## src/common/bbio_regs.vh

```
// Register map, mode codes and reset values of the bit-bang IO port
`ifndef BBIO_REGS_VH
`define BBIO_REGS_VH

// ==========================================================================
// Register addresses
`define BBIO_ADR_MODE     4'h0
`define BBIO_ADR_DIR      4'h1
`define BBIO_ADR_BAUD_LO  4'h2
`define BBIO_ADR_BAUD_HI  4'h3
`define BBIO_ADR_TXD      4'h4
`define BBIO_ADR_RXD      4'h5
`define BBIO_ADR_STAT     4'h6

// ==========================================================================
// Bit mode command codes
`define BBIO_MODE_RESET   8'h00
`define BBIO_MODE_ASYNC   8'h01
`define BBIO_MODE_SYNC    8'h04

// ==========================================================================
// Reset values
`define BBIO_BYTE_RST     8'h00
`define BBIO_BAUD_RST     16'h0018
`define BBIO_CNT_RST      16'h0000
`define BBIO_SEQ_RST      3'h0

// ==========================================================================
// Status register bit positions
`define BBIO_ST_TXFULL    0
`define BBIO_ST_RXVALID   1
`define BBIO_ST_BUSY      2
`define BBIO_ST_DROP      3
`define BBIO_ST_SYNC      4
`define BBIO_ST_ASYNC     5

`endif

```

## src/core/bbio_baud.v

```verilog
// Baud rate tick generator: one-cycle enable every divisor plus one clocks
`timescale 1ns/100ps
`default_nettype none
`include "bbio_regs.vh"

module bbio_baud (
  input  wire        clk_sys_i,
  input  wire        reset_i,
  input  wire        run_i,
  input  wire [15:0] div_i,
  output reg         tick_o
);

  reg [15:0] cnt_q;

  // ========================================================================
  // Divider
  // Held at zero while stopped so a new mode starts with a full period
  always @(posedge clk_sys_i) begin
    if (reset_i || !run_i) begin
      cnt_q  <= `BBIO_CNT_RST;
      tick_o <= 1'b0;
    end else if (cnt_q >= div_i) begin
      cnt_q  <= `BBIO_CNT_RST;
      tick_o <= 1'b1;
    end else begin
      cnt_q  <= cnt_q + 16'h0001;
      tick_o <= 1'b0;
    end
  end

endmodule // bbio_baud
`default_nettype wire

```

## src/core/bbio_pins.v

```verilog
// Per-pin output latch and direction control of the eight port lines
`timescale 1ns/100ps
`default_nettype none
`include "bbio_regs.vh"

module bbio_pins (
  input  wire       clk_sys_i,
  input  wire       reset_i,
  input  wire       clear_i,
  input  wire       load_i,
  input  wire       en_i,
  input  wire [7:0] data_i,
  input  wire [7:0] dir_i,
  output wire [7:0] pin_o,
  output wire [7:0] pin_oe_n_o
);

  reg [7:0] out_q;
  reg [7:0] oe_n_q;

  // ========================================================================
  // One cell per line
  genvar gi;
  generate
    for (gi = 0; gi < 8; gi = gi + 1) begin : g_cell
      always @(posedge clk_sys_i) begin
        if (reset_i || clear_i) begin
          out_q[gi]  <= 1'b0;
          oe_n_q[gi] <= 1'b1;
        end else begin
          // Latched value is held until the next load
          if (load_i) begin
            out_q[gi] <= data_i[gi];
          end
          oe_n_q[gi] <= ~(en_i & dir_i[gi]);
        end
      end
    end
  endgenerate

  assign pin_o      = out_q;
  assign pin_oe_n_o = oe_n_q;

endmodule // bbio_pins
`default_nettype wire

```

## src/core/bbio_port.v

```verilog
// Bit-bang IO port channel: register slave, mode control and access sequencer
//
// Strobed register access and the placing of the registers are this design's own decisions.
`timescale 1ns/100ps
`default_nettype none
`include "bbio_regs.vh"

module bbio_port (
  input  wire       clk_sys_i,
  input  wire       reset_i,
  input  wire [3:0] addr_i,
  input  wire [7:0] wdata_i,
  input  wire       wr_i,
  input  wire       rd_i,
  output reg  [7:0] rdata_o,
  input  wire [7:0] pin_i,
  output wire [7:0] pin_o,
  output wire [7:0] pin_oe_n_o,
  output reg        rd_n_o,
  output reg        wr_n_o
);

  // ========================================================================
  // Sequencer states
  localparam [2:0] ST_IDLE   = 3'h0;
  localparam [2:0] ST_SAMPLE = 3'h1;
  localparam [2:0] ST_RDOFF  = 3'h2;
  localparam [2:0] ST_DRIVE  = 3'h3;
  localparam [2:0] ST_SETUP  = 3'h4;
  localparam [2:0] ST_WRLO   = 3'h5;
  localparam [2:0] ST_WRHI   = 3'h6;

  // ========================================================================
  // State
  reg  [7:0]  mode_q;
  reg  [7:0]  dir_q;
  reg  [15:0] baud_q;
  reg  [7:0]  txd_q;
  reg         tx_full_q;
  reg         tx_full_d;
  reg  [7:0]  rxd_q;
  reg         rx_valid_q;
  reg         rx_valid_d;
  reg         drop_q;
  reg         drop_d;
  reg  [2:0]  st_q;
  reg  [2:0]  st_d;
  reg  [7:0]  rd_word;

  wire        tick;
  wire        is_async;
  wire        is_sync;
  wire        active;
  wire        mode_wr;
  wire        mode_ok;
  wire        chan_clear;
  wire        txd_wr;
  wire        rxd_rd;
  wire        stat_wr;
  wire        start_async;
  wire        start_sync;
  wire        load_pins;
  wire        take_sample;

  assign is_async   = (mode_q == `BBIO_MODE_ASYNC);
  assign is_sync    = (mode_q == `BBIO_MODE_SYNC);
  assign active     = is_async | is_sync;
  assign mode_wr    = wr_i && (addr_i == `BBIO_ADR_MODE);
  assign mode_ok    = (wdata_i == `BBIO_MODE_RESET) || (wdata_i == `BBIO_MODE_ASYNC) ||
                      (wdata_i == `BBIO_MODE_SYNC);
  // Any accepted mode command aborts a running access and restarts pacing
  assign chan_clear = mode_wr && mode_ok;
  assign txd_wr     = wr_i && (addr_i == `BBIO_ADR_TXD);
  assign rxd_rd     = rd_i && (addr_i == `BBIO_ADR_RXD);
  assign stat_wr    = wr_i && (addr_i == `BBIO_ADR_STAT);

  // ========================================================================
  // Access start conditions
  assign start_async = (st_q == ST_IDLE) && is_async && tx_full_q && tick;
  // A held sample blocks the next byte until software has read it
  assign start_sync  = (st_q == ST_IDLE) && is_sync && tx_full_q && !rx_valid_q && tick;
  assign take_sample = start_sync;
  assign load_pins   = start_async || ((st_q == ST_RDOFF) && tick);

  // ========================================================================
  // Baud pacing: every phase of an access lasts one baud period
  bbio_baud u_baud (
    .clk_sys_i (clk_sys_i),
    .reset_i   (reset_i),
    .run_i     (active && !chan_clear),
    .div_i     (baud_q),
    .tick_o    (tick)
  );

  // ========================================================================
  // Pin drivers
  bbio_pins u_pins (
    .clk_sys_i  (clk_sys_i),
    .reset_i    (reset_i),
    .clear_i    (mode_wr && (wdata_i == `BBIO_MODE_RESET)),
    .load_i     (load_pins),
    .en_i       (active),
    .data_i     (txd_q),
    .dir_i      (dir_q),
    .pin_o      (pin_o),
    .pin_oe_n_o (pin_oe_n_o)
  );

  // ========================================================================
  // Mode and configuration registers
  always @(posedge clk_sys_i) begin
    if (reset_i) begin
      mode_q <= `BBIO_MODE_RESET;
      dir_q  <= `BBIO_BYTE_RST;
      baud_q <= `BBIO_BAUD_RST;
    end else if (chan_clear && (wdata_i == `BBIO_MODE_RESET)) begin
      mode_q <= `BBIO_MODE_RESET;
      dir_q  <= `BBIO_BYTE_RST;
      baud_q <= `BBIO_BAUD_RST;
    end else begin
      // Unknown mode codes are ignored and leave the mode unchanged
      if (chan_clear) begin
        mode_q <= wdata_i;
      end
      if (wr_i && (addr_i == `BBIO_ADR_DIR)) begin
        dir_q <= wdata_i;
      end
      if (wr_i && (addr_i == `BBIO_ADR_BAUD_LO)) begin
        baud_q[7:0] <= wdata_i;
      end
      if (wr_i && (addr_i == `BBIO_ADR_BAUD_HI)) begin
        baud_q[15:8] <= wdata_i;
      end
    end
  end

  // ========================================================================
  // Transmit holding byte
  always @* begin
    tx_full_d = tx_full_q;
    if (load_pins) begin
      tx_full_d = 1'b0;
    end
    // A byte is only accepted while a mode is active and the holder is free
    if (txd_wr && active && !tx_full_q) begin
      tx_full_d = 1'b1;
    end
  end

  // Refused writes are flagged; a new refusal wins over a clear
  always @* begin
    drop_d = drop_q;
    if (stat_wr && wdata_i[`BBIO_ST_DROP]) begin
      drop_d = 1'b0;
    end
    if (txd_wr && (!active || tx_full_q)) begin
      drop_d = 1'b1;
    end
  end

  always @(posedge clk_sys_i) begin
    if (reset_i || (chan_clear && (wdata_i == `BBIO_MODE_RESET))) begin
      txd_q     <= `BBIO_BYTE_RST;
      tx_full_q <= 1'b0;
      drop_q    <= 1'b0;
    end else begin
      if (txd_wr && active && !tx_full_q) begin
        txd_q <= wdata_i;
      end
      tx_full_q <= chan_clear ? 1'b0 : tx_full_d;
      drop_q    <= drop_d;
    end
  end

  // ========================================================================
  // Receive buffer of one byte: sample wins over a read in the same cycle
  always @* begin
    rx_valid_d = rx_valid_q;
    if (rxd_rd) begin
      rx_valid_d = 1'b0;
    end
    if (take_sample) begin
      rx_valid_d = 1'b1;
    end
  end

  always @(posedge clk_sys_i) begin
    if (reset_i || (chan_clear && (wdata_i == `BBIO_MODE_RESET))) begin
      rxd_q      <= `BBIO_BYTE_RST;
      rx_valid_q <= 1'b0;
    end else begin
      if (take_sample) begin
        rxd_q <= pin_i;
      end
      rx_valid_q <= rx_valid_d;
    end
  end

  // ========================================================================
  // Access sequencer
  always @* begin
    st_d = st_q;
    case (st_q)
      ST_IDLE: begin
        if (start_sync) begin
          st_d = ST_SAMPLE;
        end else if (start_async) begin
          st_d = ST_SETUP;
        end
      end
      ST_SAMPLE: begin
        if (tick) begin
          st_d = ST_RDOFF;
        end
      end
      ST_RDOFF: begin
        if (tick) begin
          st_d = ST_DRIVE;
        end
      end
      ST_DRIVE: begin
        if (tick) begin
          st_d = ST_SETUP;
        end
      end
      ST_SETUP: begin
        if (tick) begin
          st_d = ST_WRLO;
        end
      end
      ST_WRLO: begin
        if (tick) begin
          st_d = ST_WRHI;
        end
      end
      ST_WRHI: begin
        if (tick) begin
          st_d = ST_IDLE;
        end
      end
      default: begin
        st_d = ST_IDLE;
      end
    endcase
  end

  always @(posedge clk_sys_i) begin
    if (reset_i || chan_clear) begin
      st_q <= `BBIO_SEQ_RST;
    end else begin
      st_q <= st_d;
    end
  end

  // ========================================================================
  // Strobes, registered from the next state so they line up with the pins
  always @(posedge clk_sys_i) begin
    if (reset_i || chan_clear) begin
      rd_n_o <= 1'b1;
      wr_n_o <= 1'b1;
    end else begin
      rd_n_o <= !((st_d == ST_SAMPLE) || (st_d == ST_DRIVE));
      wr_n_o <= !(st_d == ST_WRLO);
    end
  end

  // ========================================================================
  // Register read port: data valid only in the cycle after the strobe
  always @* begin
    rd_word = `BBIO_BYTE_RST;
    case (addr_i)
      `BBIO_ADR_MODE:    rd_word = mode_q;
      `BBIO_ADR_DIR:     rd_word = dir_q;
      `BBIO_ADR_BAUD_LO: rd_word = baud_q[7:0];
      `BBIO_ADR_BAUD_HI: rd_word = baud_q[15:8];
      `BBIO_ADR_TXD:     rd_word = txd_q;
      `BBIO_ADR_RXD:     rd_word = rxd_q;
      `BBIO_ADR_STAT: begin
        rd_word[`BBIO_ST_TXFULL]  = tx_full_q;
        rd_word[`BBIO_ST_RXVALID] = rx_valid_q;
        rd_word[`BBIO_ST_BUSY]    = (st_q != ST_IDLE);
        rd_word[`BBIO_ST_DROP]    = drop_q;
        rd_word[`BBIO_ST_SYNC]    = is_sync;
        rd_word[`BBIO_ST_ASYNC]   = is_async;
      end
      default:           rd_word = `BBIO_BYTE_RST;
    endcase
  end

  always @(posedge clk_sys_i) begin
    if (reset_i) begin
      rdata_o <= `BBIO_BYTE_RST;
    end else if (rd_i) begin
      rdata_o <= rd_word;
    end else begin
      rdata_o <= `BBIO_BYTE_RST;
    end
  end

endmodule // bbio_port
`default_nettype wire

```

## config.mk

```make
export PLATFORM = sky130hd
export DESIGN_NAME = bbio_port
export DESIGN_NICKNAME = d
export VERILOG_FILES = /design/src/core/bbio_baud.v /design/src/core/bbio_pins.v /design/src/core/bbio_port.v
export VERILOG_INCLUDE_DIRS = /design/src /design/src/common
export SDC_FILE = /design/constraint.sdc
export NUM_CORES = 1
export LEC_CHECK = 0
export ABC_CLOCK_PERIOD_IN_PS = 2300
export BUFFER_PORTS_ARGS = -buffer_cell sky130_fd_sc_hd__buf_4
export CORE_MARGIN = 3
export CORE_UTILIZATION = 50
export CTS_CLUSTER_SIZE = 16
export DETAILED_ROUTE_END_ITERATION = 12
export PLACE_DENSITY = 0.8
export SLEW_MARGIN = 20
export SYNTH_ARGS = -nofsm -noshare
export SYNTH_HDL_FRONTEND = slang
export SYNTH_HIERARCHICAL = 1
export SYNTH_SLANG_ARGS = --single-unit
```

## constraint.sdc

```tcl
create_clock -name clk_sys_i -period 2.3 [get_ports clk_sys_i]
set_input_delay 0 -clock clk_sys_i [delete_from_list [all_inputs] [get_ports clk_sys_i]]
set_output_delay 0 -clock clk_sys_i [all_outputs]
set_load 0.005 [all_outputs]
```

==> impl_metrics.toml <==
[detailed_routing]
wire_per_inst_um = 17.47
routed_via_density = 5.778
wl_um = 11640
firstDrtPassIters = 5
drc = 0
drt.antenna.violating_nets = 0
drt_iter0_markers = 347
via_count = 3848

[logic_synthesis]
postSynthAreaPerCell_um2 = 9.296
syn-num-nets = 532
yosysTopAreaCellShare_pct = 42.54
synth_flop_cell = "dfxtp_1"
yosysUniqueCellTypes = 69
netlist_area_mm2 = 0.004564
synth_warnings = 6
seq_area_frac_synth_pct = 42.54
syn_inst = 491
synth_edf_count = 0
async_flop_share_pct = 0
ys_top_cells_by_area = "dfxtp_1 43%, mux2i_1 9.6%, nor2_1 5.3%, ha_1 4.7%, a21oi_1 2.7%"
ys_seq_elements = 97
synth_area_leader_cell = "dfxtp_1"

[sta]
tightest_slew_ns = 0.6285
hold_viol_final = 0
finalSetupTns_ns = 0
finClkSkew_ns = 0.01278
slew_viol_final = 0
fin_crit_sh_pct = 94.83
rsz0062_at_grt = "false"
max-slew-margin-rel_pct = 57.53
finalSetupViolations = 0
layout_min_cycle_time_ns = 2.181
max_freq_ghz = 0.4585

[worst_setup_path]
required_ns = 2.60
cp-start-kind = "flip-flop"
reg2reg_setup_slack_ns = 0.12
cp_max_fo = 8
worst_ep_arrival_time_ns = 2.48
rr_worst_depth = 7
worst_setup_path_end_kind = "flip-flop"
criticalPathCategory = "flip-flop to flip-flop"
reg2reg_from = "mode_q[1]"
r2r-end = "u_baud/cnt_q[11]"

[power]
peakVddDrop_v = 0.0002493
power_density_mw_per_mm2 = 546.1
p_sw_uw = 703.1
power.total_uw = 2964
p_sw_share_pct = 23.72
power_frac_seq_pct = 57.1
intPower_uw = 2261
p_leak_uw = 0.002194
clockPowerShare_pct = 35.9
combPwrFrac_pct = 7.0

[grt]
grt_util_all_layers_pct = 23.44
grt_first_pass_wirelength_um = 18620
grt_max_degree = 37
grt_pass1_vias = 3611
overflow = 0
antenna_found_initial = 0

[floorplanning]
io_pins = 50
die_y_um = 101.5
rows = 34
core_area_mm2 = 0.008806
die_area_mm2 = 0.01031
fp.dieW_um = 101.5
start_util_pct = 51.83

[worst_hold_path]
hold_class = "input pin to flip-flop"
min_to = "rdata_o[0]"
min_from = "addr_i[2]"
hold_depth = 2

[clocking]
cts_buffers = 9
worst_skew_pair.late_latency_ns = 0.37
root_buffer = "clkbuf_8"
cts_tree = "built"
ctsHtreeMaxLevel = 3
clk_pin_slew_ns = 0.09
cts_num_sinks = 97
cts_buffer_depth = 2

[flow_run]
cap_violations = 0

[outcome]
status = "complete, no violations"

[placed_design]
gp_congestion = 0.9260
io_buffers = 49
dp_hpwl_um = 8299

[finish]
layout_commonest_cell = "dfxtp_1"
syn_to_final_growth_pct = 18.91
fillers = 738
nets = 594
final_cell_mix = "97 x dfxtp_1, 63 x nor2_1, 57 x buf_4"
drive_gt1_share_pct = 20.07
antenna_cells = 0
[worst max path at each step]
stage                          from                to  slack, ns  cells after the start
after floorplan           mode_q[1]   u_baud/cnt_q[2]       0.02                      8
after global placement    mode_q[1]  u_baud/cnt_q[11]       0.08                      7
after detailed placement  mode_q[1]   u_baud/cnt_q[0]       0.03                      7
after CTS                 mode_q[1]   u_baud/cnt_q[0]      0.003                      7
after global routing      mode_q[1]   u_pins/pin_o[7]       0.05                      7
final                     mode_q[1]  u_baud/cnt_q[11]       0.12                      7
[stage by stage]
| stage | util, % | cell area, um2 | cells | setup WS, ns | hold slack (ns) |
|---|---|---|---|---|---|
| floorplan | - | 4564 | 491 | 0.01674 | 0.1390 |
| global placement | 56.93 | 5014 | 631 | 0.07744 | 0.2297 |
| detailed placement | 56.93 | 5014 | 631 | 0.03113 | 0.2391 |
| CTS | 61.08 | 5379 | 665 | 0.002587 | 0.01779 |
| global route | 61.64 | 5428 | 666 | 0.04644 | 0.04004 |
| finish | 61.64 | 5428 | 666 | 0.1189 | 0.01912 |
[repair_timing]
item | in CTS | in global routing
setup endpoints to repair | 0 | 16
buffers inserted | 0 | 0
gates resized for setup | 0 | 5
hold buffers | 18 | 0
endpoints found under the hold margin | 37 | 0
[kinds of logic after synthesis]
kind of cell / count (synthesis) / share of synthesized area, %
and+or+nand+nor: 181 / 21.16
DFF: 97 / 42.54
AOI/OAI and AO/OA: 74 / 10.99
buffers and inverters: 54 / 5.427
muxes: 52 / 12.12
adders and majority gates: 18 / 4.879
xor gates and xnor gates: 15 / 2.878
[registers in the layout, summed over array words and instances (netlist names), 3 cells and up]
register	cells
baud_q	16
u_baud/cnt_q	16
dir_q	8
mode_q	8
rdata_o	8
rxd_q	8
txd_q	8
u_pins/pin_o	8
u_pins/pin_oe_n_o	8
st_q	3
[cell usage after synthesis, types with 2 or more instances]
master / count
a211o_1: 3
a21oi_1: 25
a221oi_1: 2
a222oi_1: 2
a22o_1: 7
a22oi_1: 3
a31oi_1: 5
and2_1: 6
and4_1: 3
buf_1: 2
buf_2: 11
buf_6: 4
clkbuf_1: 8
dfxtp_1: 97
ha_1: 17
inv_1: 27
mux2_2: 6
mux2i_1: 44
mux4_2: 2
nand2_1: 26
nand3_1: 23
nand3b_1: 2
nand4_1: 3
nor2_1: 64
nor2_2: 10
nor2b_1: 9
nor2b_2: 2
nor3_1: 6
nor4_1: 3
o21a_1: 2
o21ai_0: 13
or3b_2: 2
or4_4: 3
xnor2_1: 8
xor2_1: 7
[power by group through the flow]
stage / clock network, uW / registers (uW) / logic (uW)
after floorplan: 0 / 1730 / 103
after global placement: 0 / 1730 / 173
after detailed placement: 0 / 1730 / 176
after CTS: 1070 / 1690 / 200
after global routing: 1130 / 1690 / 221
final: 1060 / 1690 / 208
[final cells by class]
type / instances / area [um2] / area share, %
repair buffers: 77 / 653.1 / 12.03
clock inverters: 1 / 8.758 / 0.1614
clock buffers: 15 / 176.4 / 3.250
inverters: 28 / 105.1 / 1.936
well taps: 108 / 135.1 / 2.490
multi-input cells: 340 / 2407 / 44.35
flip-flops and latches: 97 / 1942 / 35.78
[metal layers]
| metal | GRT usage [%] | up-vias | routed length [um] |
|---|---|---|---|
| met2 | 36.42 | 150 | 5275 |
| li1 | - | 1834 | - |
| met3 | 4.545 | 36 | 881 |
| met1 | 31.92 | 1828 | 5122 |
| met4 | 9.918 | 0 | 356 |
| met5 | 0 | - | 0 |
[worst max-delay path: stages (launching register included)]
cell and delay (ns):
dfxtp_1 0.33, or4_4 0.56, or4_4 0.46, nor2_4 0.11, nor2b_4 0.19, nand4_4 0.15, clkbuf_16 0.22, nor2_1 0.10
No activity file was read; power rests on OpenSTA's default activity.
